<file path="src/timer_two_pkg.sv">
// Package holding constants and carrier types of the dual mode reload timer
// Notes on behaviour
// RULE_01 - Low byte overflow flag set by hardware on every low byte rollover, any mode.
// RULE_02 - Low byte overflow raises interrupt only when its enable and timer interrupts are on.
// RULE_03 - Split select: clear gives one 16-bit counter, set gives two 8-bit counters.
// RULE_04 - Run bit gates whole counter in 16-bit mode, only high byte in split mode.
// RULE_05 - External select picks system clock over 12 or synchronised oscillator over 8.
// RULE_06 - Eight bit readable and writable low reload register.
// RULE_07 - Separate eight bit high reload register.
// RULE_08 - Control register is bit addressable, resets to zero, own address.
// RULE_09 - High byte overflow flag set on high byte rollover from FF to 00.
// RULE_10 - Software clears both overflow flags; hardware never clears them.
// RULE_11 - 16-bit mode reloads both bytes on full rollover; split mode reloads per byte.
// RULE_12 - Unused control bit one reads zero and ignores writes.
package timer_two_pkg;

  localparam logic [7:0] ADDR_CONTROL     = 8'hC8;
  localparam logic [7:0] ADDR_RELOAD_LOW  = 8'hCA;
  localparam logic [7:0] ADDR_RELOAD_HIGH = 8'hCB;
  localparam logic [7:0] ADDR_COUNT_LOW   = 8'hCC;
  localparam logic [7:0] ADDR_COUNT_HIGH  = 8'hCD;

  localparam int BIT_HIGH_FLAG  = 7;
  localparam int BIT_LOW_FLAG   = 6;
  localparam int BIT_LOW_IRQEN  = 5;
  localparam int BIT_CAPTURE_EN = 4;
  localparam int BIT_SPLIT      = 3;
  localparam int BIT_RUN        = 2;
  localparam int BIT_UNUSED     = 1;
  localparam int BIT_EXT_CLK    = 0;

  localparam logic [7:0] CONTROL_RESET = 8'h00;
  localparam logic [7:0] RELOAD_RESET  = 8'h00;
  localparam logic [7:0] WRITABLE_MASK = 8'hFD;

  localparam int          SYSTEM_CLOCK_DIV     = 12;
  localparam int          EXT_DIV        = 8;
  localparam logic [3:0]  PRESCALE_LAST  = 4'(SYSTEM_CLOCK_DIV - 1);
  localparam logic [2:0]  EXT_LAST       = 3'(EXT_DIV - 1);
  localparam logic [7:0]  BYTE_MAX       = 8'hFF;

  typedef struct packed {
    logic       wr;
    logic       rd;
    logic       bit_wr;
    logic [7:0] addr;
    logic [2:0] bit_sel;
    logic [7:0] wdata;
  } sfr_req_t;

  typedef struct packed {
    logic       tick_low;
    logic       tick_high;
  } tick_pair_t;

endpackage : timer_two_pkg

</file>
<file path="src/tick_select.sv">
// Clock source selection producing count ticks for each counter byte
`timescale 1ns/1ps
module tick_select
  import timer_two_pkg::*;
(
  input  wire logic                     clk_sys,
  input  wire logic                     nrst,
  input  wire logic                     ext_osc,
  input  wire logic                     external_clock_select,
  input  wire logic                     high_byte_system_clock_force,
  input  wire logic                     low_byte_system_clock_force,
  output timer_two_pkg::tick_pair_t     ticks
);

  logic [3:0] prescale_reg;
  logic [2:0] ext_count_reg;
  logic       sync1_reg;
  logic       sync2_reg;
  logic       sync3_reg;
  logic       div12_tick;
  logic       ext_tick;
  logic       sel_tick;

  ////////////////////////////////////////////////////////////////////////////
  always_ff @(posedge clk_sys or negedge nrst)
  begin
    if (!nrst)
      prescale_reg <= 4'h0;
    else if (prescale_reg == PRESCALE_LAST)
      prescale_reg <= 4'h0;
    else
      prescale_reg <= prescale_reg + 4'h1;
  end

  // Two flops settle the oscillator; the third only feeds the edge detector
  always_ff @(posedge clk_sys or negedge nrst)
  begin
    if (!nrst)
    begin
      sync1_reg <= 1'b0;
      sync2_reg <= 1'b0;
      sync3_reg <= 1'b0;
    end
    else
    begin
      sync1_reg <= ext_osc;
      sync2_reg <= sync1_reg;
      sync3_reg <= sync2_reg;
    end
  end

  always_ff @(posedge clk_sys or negedge nrst)
  begin
    if (!nrst)
      ext_count_reg <= 3'h0;
    else if (sync2_reg && !sync3_reg)
      ext_count_reg <= (ext_count_reg == EXT_LAST) ? 3'h0 : ext_count_reg + 3'h1;
  end

  ////////////////////////////////////////////////////////////////////////////
  assign div12_tick = (prescale_reg == PRESCALE_LAST);
  assign ext_tick   = sync2_reg && !sync3_reg && (ext_count_reg == EXT_LAST);
  // RULE_05 source select
  assign sel_tick   = external_clock_select ? ext_tick : div12_tick;

  always_comb
  begin
    ticks.tick_high = high_byte_system_clock_force ? 1'b1 : sel_tick;
    ticks.tick_low  = low_byte_system_clock_force ? 1'b1 : sel_tick;
  end

endmodule : tick_select

</file>
<file path="src/dual_mode_reload_timer_control.sv">
// Control, reload and counter logic of the dual mode reload timer
`timescale 1ns/1ps
module dual_mode_reload_timer_control
(
  input  wire logic                     clk_sys,
  input  wire logic                     nrst,
  input  timer_two_pkg::sfr_req_t       sfr_req,
  input  wire logic                     ext_osc,
  input  wire logic                     timer_irq_enable,
  input  wire logic                     high_byte_system_clock_force,
  input  wire logic                     low_byte_system_clock_force,
  output logic [7:0]                    sfr_rdata,
  output logic                          timer_irq,
  output logic                          capture_enable
);
  import timer_two_pkg::*;

  logic [7:0]  control_reg;
  logic [7:0]  reload_low_reg;
  logic [7:0]  reload_high_reg;
  logic [7:0]  count_low_reg;
  logic [7:0]  count_high_reg;
  logic [7:0]  control_next;
  logic [7:0]  rdata_next;
  tick_pair_t  ticks;
  logic        split;
  logic        run;
  logic        inc_low;
  logic        inc_high;
  logic        low_roll;
  logic        high_roll;
  logic        wr_ctrl;
  logic        bitwr_ctrl;
  logic        byte_wr;
  logic        wr_count_low;
  logic        wr_count_high;
  logic        wr_reload_low;
  logic        wr_reload_high;
  logic        full_roll;
  logic        low_reload_now;
  logic        set_high_flag;
  logic        set_low_flag;
  logic        inc_low_split;
  logic        inc_high_split;
  logic        inc_low_full;
  logic        inc_high_full;

  tick_select u_tick_select
  (
    .clk_sys                (clk_sys),
    .nrst                   (nrst),
    .ext_osc                (ext_osc),
    .external_clock_select  (control_reg[BIT_EXT_CLK]),
    .high_byte_system_clock_force (high_byte_system_clock_force),
    .low_byte_system_clock_force  (low_byte_system_clock_force),
    .ticks                  (ticks)
  );

  ////////////////////////////////////////////////////////////////////////////
  assign split = control_reg[BIT_SPLIT];
  assign run   = control_reg[BIT_RUN];

  // RULE_04 run gating
  assign inc_low_split  = ticks.tick_low;
  assign inc_high_split = run && ticks.tick_high;
  assign inc_low_full   = run && ticks.tick_high;
  assign inc_high_full  = inc_low_full && (count_low_reg == BYTE_MAX);

  always_comb
  begin
    // RULE_03 mode select
    if (split)
    begin
      inc_low  = inc_low_split;
      inc_high = inc_high_split;
    end
    else
    begin
      inc_low  = inc_low_full;
      inc_high = inc_high_full;
    end
  end

  // Rollover strobes of each byte
  assign low_roll  = inc_low && (count_low_reg == BYTE_MAX);
  assign high_roll = inc_high && (count_high_reg == BYTE_MAX);

  // Flag set strobes; a rollover beats a clearing write in the same cycle
  assign set_high_flag  = high_roll;
  assign set_low_flag   = low_roll;

  // In 16-bit mode the low byte reloads only with the full counter
  assign full_roll      = !split && inc_low && ({count_high_reg, count_low_reg} == {BYTE_MAX, BYTE_MAX});
  assign low_reload_now = split ? low_roll : full_roll;

  ////////////////////////////////////////////////////////////////////////////
  // RULE_11 low byte reload
  always_ff @(posedge clk_sys or negedge nrst)
  begin
    if (!nrst)
      count_low_reg <= 8'h00;
    else if (wr_count_low)
      count_low_reg <= sfr_req.wdata;
    else if (low_reload_now)
      count_low_reg <= reload_low_reg;
    else if (inc_low)
      count_low_reg <= count_low_reg + 8'h01;
  end

  // RULE_11 high byte reload
  always_ff @(posedge clk_sys or negedge nrst)
  begin
    if (!nrst)
      count_high_reg <= 8'h00;
    else if (wr_count_high)
      count_high_reg <= sfr_req.wdata;
    else if (high_roll)
      count_high_reg <= reload_high_reg;
    else if (inc_high)
      count_high_reg <= count_high_reg + 8'h01;
  end

  ////////////////////////////////////////////////////////////////////////////
  // Bit writes reach the control register only; byte writes reach any register
  assign byte_wr        = sfr_req.wr && !sfr_req.bit_wr;
  assign wr_count_low   = byte_wr && (sfr_req.addr == ADDR_COUNT_LOW);
  assign wr_count_high  = byte_wr && (sfr_req.addr == ADDR_COUNT_HIGH);
  assign wr_reload_low  = byte_wr && (sfr_req.addr == ADDR_RELOAD_LOW);
  assign wr_reload_high = byte_wr && (sfr_req.addr == ADDR_RELOAD_HIGH);
  assign wr_ctrl        = byte_wr && (sfr_req.addr == ADDR_CONTROL);
  assign bitwr_ctrl     = sfr_req.wr && sfr_req.bit_wr && (sfr_req.addr == ADDR_CONTROL);

  always_comb
  begin
    control_next = control_reg;
    // RULE_08 byte and bit writes
    if (wr_ctrl)
      control_next = sfr_req.wdata;
    else if (bitwr_ctrl)
      control_next[sfr_req.bit_sel] = sfr_req.wdata[0];
    // RULE_12 unused bit
    control_next = control_next & WRITABLE_MASK;
    // RULE_10 flags only cleared by software; set wins over clear
    // RULE_09 high flag set
    if (set_high_flag)
      control_next[BIT_HIGH_FLAG] = 1'b1;
    // RULE_01 low flag set
    if (set_low_flag)
      control_next[BIT_LOW_FLAG] = 1'b1;
  end

  always_ff @(posedge clk_sys or negedge nrst)
  begin
    if (!nrst)
      control_reg <= CONTROL_RESET;
    else
      control_reg <= control_next;
  end

  ////////////////////////////////////////////////////////////////////////////
  // RULE_06 low reload
  always_ff @(posedge clk_sys or negedge nrst)
  begin
    if (!nrst)
      reload_low_reg <= RELOAD_RESET;
    else if (wr_reload_low)
      reload_low_reg <= sfr_req.wdata;
  end

  // RULE_07 high reload
  always_ff @(posedge clk_sys or negedge nrst)
  begin
    if (!nrst)
      reload_high_reg <= RELOAD_RESET;
    else if (wr_reload_high)
      reload_high_reg <= sfr_req.wdata;
  end

  ////////////////////////////////////////////////////////////////////////////
  always_comb
  begin
    // Unmapped addresses read as zero
    case (sfr_req.addr)
      ADDR_CONTROL:     rdata_next = control_reg;
      ADDR_RELOAD_LOW:  rdata_next = reload_low_reg;
      ADDR_RELOAD_HIGH: rdata_next = reload_high_reg;
      ADDR_COUNT_LOW:   rdata_next = count_low_reg;
      ADDR_COUNT_HIGH:  rdata_next = count_high_reg;
      default:          rdata_next = 8'h00;
    endcase
  end

  // Read data registered so the output comes from a flop; one cycle latency
  always_ff @(posedge clk_sys or negedge nrst)
  begin
    if (!nrst)
      sfr_rdata <= 8'h00;
    else if (sfr_req.rd)
      sfr_rdata <= rdata_next;
  end

  ////////////////////////////////////////////////////////////////////////////
  // RULE_02 interrupt request level
  // Built from the next control value so the request rises with its flag
  always_ff @(posedge clk_sys or negedge nrst)
  begin
    if (!nrst)
      timer_irq <= 1'b0;
    else
      timer_irq <= timer_irq_enable && (control_next[BIT_HIGH_FLAG]
                   || (control_next[BIT_LOW_IRQEN] && control_next[BIT_LOW_FLAG]));
  end

  // Mirrored out only; the capture path itself sits outside this block
  always_ff @(posedge clk_sys or negedge nrst)
  begin
    if (!nrst)
      capture_enable <= 1'b0;
    else
      capture_enable <= control_next[BIT_CAPTURE_EN];
  end

endmodule : dual_mode_reload_timer_control

</file>
<file path="config.mk">
export PLATFORM = sky130hd
export DESIGN_NAME = dual_mode_reload_timer_control
export DESIGN_NICKNAME = d
export VERILOG_FILES = /design/src/timer_two_pkg.sv /design/src/tick_select.sv /design/src/dual_mode_reload_timer_control.sv
export SDC_FILE = /design/constraint.sdc
export NUM_CORES = 1
export LEC_CHECK = 0
export BUFFER_PORTS_ARGS = -buffer_cell sky130_fd_sc_hd__buf_2
export CAP_MARGIN = 10
export CELL_PAD_IN_SITES_DETAIL_PLACEMENT = 0
export CELL_PAD_IN_SITES_GLOBAL_PLACEMENT = 2
export CORE_MARGIN = 1.5
export CORE_UTILIZATION = 35
export DETAILED_ROUTE_END_ITERATION = 6
export PLACE_DENSITY_LB_ADDON = 0.1
export SYNTH_ARGS = -nofsm -noshare
export SYNTH_HDL_FRONTEND = slang
export SYNTH_SLANG_ARGS = --single-unit
</file>
<file path="constraint.sdc">
create_clock -name clk_sys -period 3.2 [get_ports clk_sys]
set_clock_uncertainty 0.05 [all_clocks]
set_input_delay 0.16 -clock clk_sys [delete_from_list [all_inputs] [get_ports clk_sys]]
set_output_delay 0.16 -clock clk_sys [all_outputs]
set_load 0.1 [all_outputs]
</file>
Yosys cells after proc, flatten, opt, wreduce, memory -nomap -nowiden
Cells that the tools add are included.
{"block": "word_totals", "reg_bits": 59, "latchBits": 0, "ramBits": 0, "mem_bits_ro": 0, "in_bits": 28, "output_inout_bits": 10, "wordCells": 78, "n_memories": 0}
{"block": "classes", "addsub": 4, "multipliers": 0, "div": 0, "n_lt_le_gt_ge": 2, "n_eq_ne": 10, "shift": 0, "mux": 22, "bitwise_logic": 0, "reduce_logical": 26}
{"operator": "8-bit two-way mux", "count": 8}
{"operator": "8-bit equality test (second input constant)", "count": 7}
{"operator": "8-bit one-hot mux with 5 select lines", "count": 1}
{"operator": "1-bit logical AND", "count": 19}
{"operator": "8-bit by 1-bit adder with 8-bit output (second input constant)", "count": 2}
{"operator": "16-bit equality test (second input constant)", "count": 1}
{"operator": "1-bit two-way mux", "count": 9}
{"operator": "8-bit bitwise mux", "count": 1}
{"operator": "3-bit nonzero test", "count": 2}
{"operator": "4-bit by 1-bit adder with 4-bit output (second input constant)", "count": 1}
{"operator": "4-bit equality test (second input constant)", "count": 1}
{"operator": "3-bit by 4-bit less-than comparator with 1-bit output (second input constant)", "count": 1}
{"operator": "4-bit two-way mux", "count": 1}
{"operator": "3-bit by 1-bit adder with 3-bit output (second input constant)", "count": 1}
{"operator": "1-bit demux with 3-bit select", "count": 1}
{"operator": "3-bit equality test (second input constant)", "count": 1}
{"operator": "3-bit by 1-bit >= comparator with 1-bit output (second input constant)", "count": 1}
{"operator": "1-bit logical NOT", "count": 3}
{"operator": "3-bit two-way mux", "count": 1}
{"operator": "2-bit nonzero test", "count": 1}
{"operator": "1-bit logical OR", "count": 1}

Depth between registers and ports, before layout
{"block": "depth", "word_depth": 12, "mapped_depth": 8, "mapped_depth_nobuf": 8}

Modules after synthesis
Synthesis repeated with hierarchy kept, for this count alone.
{"block": "unflattened", "cells_unflattened": 330, "hier_area_um2": 3373.2}
{"module": "dual_mode_reload_timer_control", "instances": 1, "cells_each": 298, "area_per_inst_um2": 2935.3, "seq_area_each_um2": 1201.2}
{"module": "tick_select", "instances": 1, "cells_each": 32, "area_per_inst_um2": 437.9, "seq_area_each_um2": 250.2}

Worst setup path after synthesis
OpenSTA, ideal clock, no wires.
{"block": "synth_path", "path_type": "flip-flop to flip-flop", "startpoint": "register u_tick_select.ext_count_reg[0]", "endpoint": "register timer_irq", "setup_time_ns": 0.119, "arrival_ns": 1.960, "required_time_ns": 3.031, "slack_ns": 1.072, "path_stages_with_launch": 9, "path_buffers": 0, "synth_period_minus_slack_ns": 2.128, "cell_sequence": "dfrtp_1 ha_1 ha_1 and4b_1 o31ai_2 nand2_2 a211o_1 and2_0 o21a_1"}
{"block": "synth_between", "elab_chain_len": 11, "word_cells_on_any_way": 16, "classes_between": "eq/ne: 1; mux: 7; reduce/logical: 8"}
{"element": "start: declaration", "line": "tick_select.sv:16", "source": "logic [2:0] ext_count_reg;"}
{"element": "start signal: assignment", "line": "tick_select.sv:57", "source": "ext_count_reg <= (ext_count_reg == EXT_LAST) ? 3'h0 : ext_count_reg + 3'h1;"}
{"element": "3-bit equality test *", "line": "tick_select.sv:62", "source": "assign ext_tick = sync2_reg && !sync3_reg && (ext_count_reg == EXT_LAST);"}
{"element": "1-bit logical AND *", "line": "tick_select.sv:62"}
{"element": "1-bit two-way mux *", "line": "tick_select.sv:64", "source": "assign sel_tick = external_clock_select ? ext_tick : div12_tick;"}
{"element": "1-bit two-way mux", "line": "tick_select.sv:68", "source": "ticks.tick_high = high_byte_system_clock_force ? 1'b1 : sel_tick;"}
{"element": "1-bit logical AND", "line": "dual_mode_reload_timer_control.sv:66", "source": "assign inc_low_full = run && ticks.tick_high;"}
{"element": "1-bit two-way mux *", "line": "dual_mode_reload_timer_control.sv:72", "source": "if (split)"}
{"element": "1-bit logical AND *", "line": "dual_mode_reload_timer_control.sv:85", "source": "assign low_roll = inc_low && (count_low_reg == BYTE_MAX);"}
{"element": "1-bit two-way mux *", "line": "dual_mode_reload_timer_control.sv:148", "source": "if (set_low_flag)"}
{"element": "net control_next[6]", "line": "dual_mode_reload_timer_control.sv:23", "source": "logic [7:0] control_next;"}
{"element": "1-bit logical AND *", "line": "dual_mode_reload_timer_control.sv:211", "source": "|| (control_next[BIT_LOW_IRQEN] && control_next[BIT_LOW_FLAG]));"}
{"element": "1-bit logical OR *", "line": "dual_mode_reload_timer_control.sv:211"}
{"element": "1-bit logical AND *", "line": "dual_mode_reload_timer_control.sv:210", "source": "timer_irq <= timer_irq_enable && (control_next[BIT_HIGH_FLAG]"}
{"element": "end signal: assignment", "line": "dual_mode_reload_timer_control.sv:210"}
{"element": "end: declaration", "line": "dual_mode_reload_timer_control.sv:13", "source": "output logic timer_irq,"}
The timed path passes the listed nets; every way through them passes the cells marked *.
A chain may end at the register's enable or synchronous reset.

Worst setup path after layout
{"block": "layout_path", "startpoint": "register u_tick_select.ext_count_reg[0]", "endpoint": "register count_low_reg[7]"}
{"block": "layout_between", "elab_chain_len": 11, "word_cells_on_any_way": 14, "classes_between": "eq/ne: 1; mux: 7; reduce/logical: 6"}
{"element": "3-bit equality test *", "line": "tick_select.sv:62"}
{"element": "1-bit logical AND *", "line": "tick_select.sv:62"}
{"element": "1-bit two-way mux *", "line": "tick_select.sv:64"}
{"element": "1-bit two-way mux", "line": "tick_select.sv:68"}
{"element": "1-bit logical AND", "line": "dual_mode_reload_timer_control.sv:66"}
{"element": "1-bit two-way mux *", "line": "dual_mode_reload_timer_control.sv:72"}
{"element": "1-bit logical AND (2 in series)", "line": "dual_mode_reload_timer_control.sv:93", "source": "assign full_roll = !split && inc_low && ({count_high_reg, count_low_reg} == {BYTE_MAX, BYTE_MAX});"}
{"element": "1-bit two-way mux", "line": "dual_mode_reload_timer_control.sv:94", "source": "assign low_reload_now = split ? low_roll : full_roll;"}
{"element": "8-bit two-way mux", "line": "dual_mode_reload_timer_control.sv:104", "source": "else if (low_reload_now)"}
{"element": "8-bit two-way mux", "line": "dual_mode_reload_timer_control.sv:102", "source": "else if (wr_count_low)"}
{"element": "end signal: assignment", "line": "dual_mode_reload_timer_control.sv:103", "source": "count_low_reg <= sfr_req.wdata;"}
{"element": "end signal: assignment", "line": "dual_mode_reload_timer_control.sv:105", "source": "count_low_reg <= reload_low_reg;"}
{"element": "end signal: assignment", "line": "dual_mode_reload_timer_control.sv:107", "source": "count_low_reg <= count_low_reg + 8'h01;"}
{"element": "end: declaration", "line": "dual_mode_reload_timer_control.sv:21", "source": "logic [7:0] count_low_reg;"}
Mark *: on every way between the ends. The rest lies on a longest branch, timed or not.

==> impl_metrics.yaml <==
power:
  internal_power_w: 0.00130
  ir_drop_mv: 0.200
  p_seq_frac: 0.476
  clkPwrFrac: 0.359
  power.share.switching: 0.312
  leakage_nw: 1.69
  switchingPower_w: 0.000586
  combPwrFrac: 0.166
  power.density_nw_per_um2: 502
logic_synthesis:
  synth_cells: 321
  syn_area_sq_um: 3230
  avgSynthCellArea_sq_um: 10.1
  synth_top_cell_by_area: "dfrtp_1"
  synth_cell_types: 60
  synthArstFlopShare: 1.00
  synth_top_area_share: 0.449
  ys_ff_latch: 58
  synth_edf_count: 0
  yosys_warnings: 0
  yosysSeqAreaShare: 0.449
  syn_nets: 354
  ys.flop_type: "dfrtp_1"
  synth.top_cells.by_area: "dfrtp_1, mux2_2, nand2_1"
clock_tree:
  cts_max_path_buffers: 2
  cts_root_buffer: "clkbuf_8"
  cts_tree: "yes"
  path_clk_slew_ns: 0.07
  cts_resized: 0
  cts_sinks: 58
  worstSkewPairLatency_ns: 0.34
  cts_buffers: 9
  htree_levels: 3
floorplan:
  core_area_sq_um: 8850
  dieArea_sq_um: 9810
  core.rowCount: 34
  die_w_um: 99.1
  start_util: 0.365
  die_h_um: 99.1
  ios: 38
grt:
  grt_pass1_vias: 2689
  antenna_found_initial: 0
  grt_max_degree: 30
  grt_pass1_wl_um: 15200
  grt_use_total: 0.207
  grt-ovfl-total: 0
critical_path:
  crit_arrival_ns: 2.49
  cp_max_fo: 4
  cp-start-kind: "register"
  required_ns: 3.35
  cp_num_buf_inv: 0
  endpoint_kind: "register"
  cp_slowest_stage_delay_ns: 0.40
  r2r_start: "u_tick_select.ext_count_reg[0]$_DFFE_PN0N_"
  crit_slowest_cell: "dfrtp_1"
  critPathLaunch: "u_tick_select.ext_count_reg[0]$_DFFE_PN0N_"
  cpMostUsedCell: "ha_1"
  critical_path_class: "reg2reg"
  path_delay_family: "compound AO/OA/AOI/OAI gates"
  worstPathCellList: "ha_1 -> ha_1 -> and4b_1 -> o31ai_2 -> o21ai_1 -> nand2_1 -> mux2i_1 -> o221ai_1"
placement:
  hpwl_um: 6970
  dpl-instance-area_sq_um: 3520
  port-buffer-count: 37
  place.gp.congestion: 0.872
  place_inst: 456
cells_and_area:
  nNetsFinal: 396
  drive_gt1_frac: 0.248
  final_cell_area_sq_um: 3750
  final_common_cell: "dfrtp_1"
  most-common-layout-cells: "dfrtp_1, buf_2, nand2_1"
  antennaDiodeCount: 0
  stdcell_count: 475
  area_growth_syn_to_layout_pct: 16.2
sta:
  slew_headroom: 0.432
  hold_viol_final: 0
  drv_slew: 0
  tightest_slew_ns: 0.845
  fin_crit_ns: 2.34
  fmaxAchievable_mhz: 428
  rsz0062_at_grt: "no"
  setup-tns-final_ns: 0
  finalCritPeriodShare: 0.730
  setup_viol: 0
detailed_routing:
  wl_per_cell_um: 19.6
  vias_per_cell: 5.63
  drt_first_pass_iters: 4
  drt-total-wl_um: 9300
  drt_iter0_drc: 109
  drc: 0
  routed-via-count: 2673
  ant_nets: 0
hold_path:
  hp-class: "in2reg"
  holdCritStartpoint: "sfr_req[1]"
run:
  maxCapViolations: 0
status:
  status: "finished clean"
==> repair_timing <==
item / CTS / global route
endpoints found under the hold margin: 30 / 0
buffers inserted: 0 / 0
hold buffers: 4 / 0
==> final cells by class <==
type	count	area (sq um)
Tap cell	108	135
Multi-Input combinational cell	245	1700
Clock buffer	10	138
Clock inverter	5	55.1
Inverter	4	15.0
Timing Repair Buffer	45	255
Sequential cell	58	1450
Fill cell	875	5100
==> path summary, 6_finish.rpt <==
| kind | to | slack [ns] | cells past startpoint |
|---|---|---|---|
| max | count_low_reg[7]$_DFFE_PN0P_ | 0.86 | 8 |
| min | count_high_reg[1]$_DFFE_PN0P_ | 0.05 | 3 |
| max reg2reg | count_low_reg[7]$_DFFE_PN0P_ | 0.86 | 8 |
| min reg2reg | u_tick_select.sync2_reg$_DFF_PN0_ | 0.30 | 0 |
| max in group asynchronous | sfr_rdata[3]$_DFFE_PN0P_ | 1.94 | 3 |
| min in group asynchronous | control_reg[4]$_DFFE_PN0P_ | 0.37 | 2 |
==> worst min-delay path, stage by stage <==
cell and delay (ns):
buf_2 0.13, nand2_1 0.05, o21ai_0 0.06
==> metrics by stage <==
stage / util / hold WS (ns) / setup slack [ns] / total power [W]
floorplan: - / -0.186 / 1.07 / 0.00110
global placement: 0.398 / 0.214 / 0.976 / 0.00122
detailed placement: 0.398 / 0.217 / 0.890 / 0.00122
CTS: 0.424 / 0.0403 / 0.864 / 0.00191
global route: 0.424 / 0.0727 / 0.650 / 0.00198
finish: 0.424 / 0.0517 / 0.864 / 0.00188
==> synthesized netlist by cell type (2+ instances only) <==
cell       instances
a211oi_1           7
dfrtp_1           58
nor3_4             2
a222oi_1           8
and2_1             2
and4_1             4
inv_1              4
nand3_1            8
mux2i_1           11
xor2_1             4
nand4_1            7
nand3_2            2
o221ai_1           2
nand2b_1           3
o2bb2ai_1          2
a21oi_1           14
o31ai_2            2
xnor2_1            4
nor2_1            28
nor2b_1            3
a22oi_1            7
o31ai_1            2
nand2_2            3
clkbuf_1           8
nor3_1             5
o21ai_0           13
o21ai_1            2
a31oi_1           12
nand2_1           35
ha_1               5
mux2_2            16
and4b_1            3
a21boi_0           2
and2_0             2
o22ai_1            4
buf_2              3
==> metal layers <==
metal | vias to the layer above | routed length [um] | global-route usage
li1 | 1304 | - | -
met1 | 1299 | 4650 | 0.300
met2 | 53 | 4120 | 0.306
met3 | 17 | 314 | 0.0362
met4 | 0 | 220 | 0.0899
met5 | - | 0 | 0
==> power groups by stage <==
| stage | sequential [W] | clock, W | combinational, W |
|---|---|---|---|
| floorplan | 0.000929 | 0 | 0.000167 |
| global placement | 0.000907 | 0 | 0.000312 |
| detailed placement | 0.000906 | 0 | 0.000309 |
| CTS | 0.000893 | 0.000701 | 0.000314 |
| global route | 0.000906 | 0.000729 | 0.000348 |
| finish | 0.000895 | 0.000675 | 0.000312 |
==> cells by family (layout without fill, tap and decap cells) <==
kind of cell | Yosys count | after routing | share of synthesized area
xor gates and xnor gates | 8 | 8 | 0.0217
buffers and inverters | 18 | 64 | 0.0236
DFF | 58 | 58 | 0.449
and+or+nand+nor | 121 | 121 | 0.215
AOI/OAI and AO/OA | 84 | 84 | 0.181
adders and majority gates | 5 | 5 | 0.0194
muxes | 27 | 27 | 0.0899
Power figures use the tool's default switching activity.
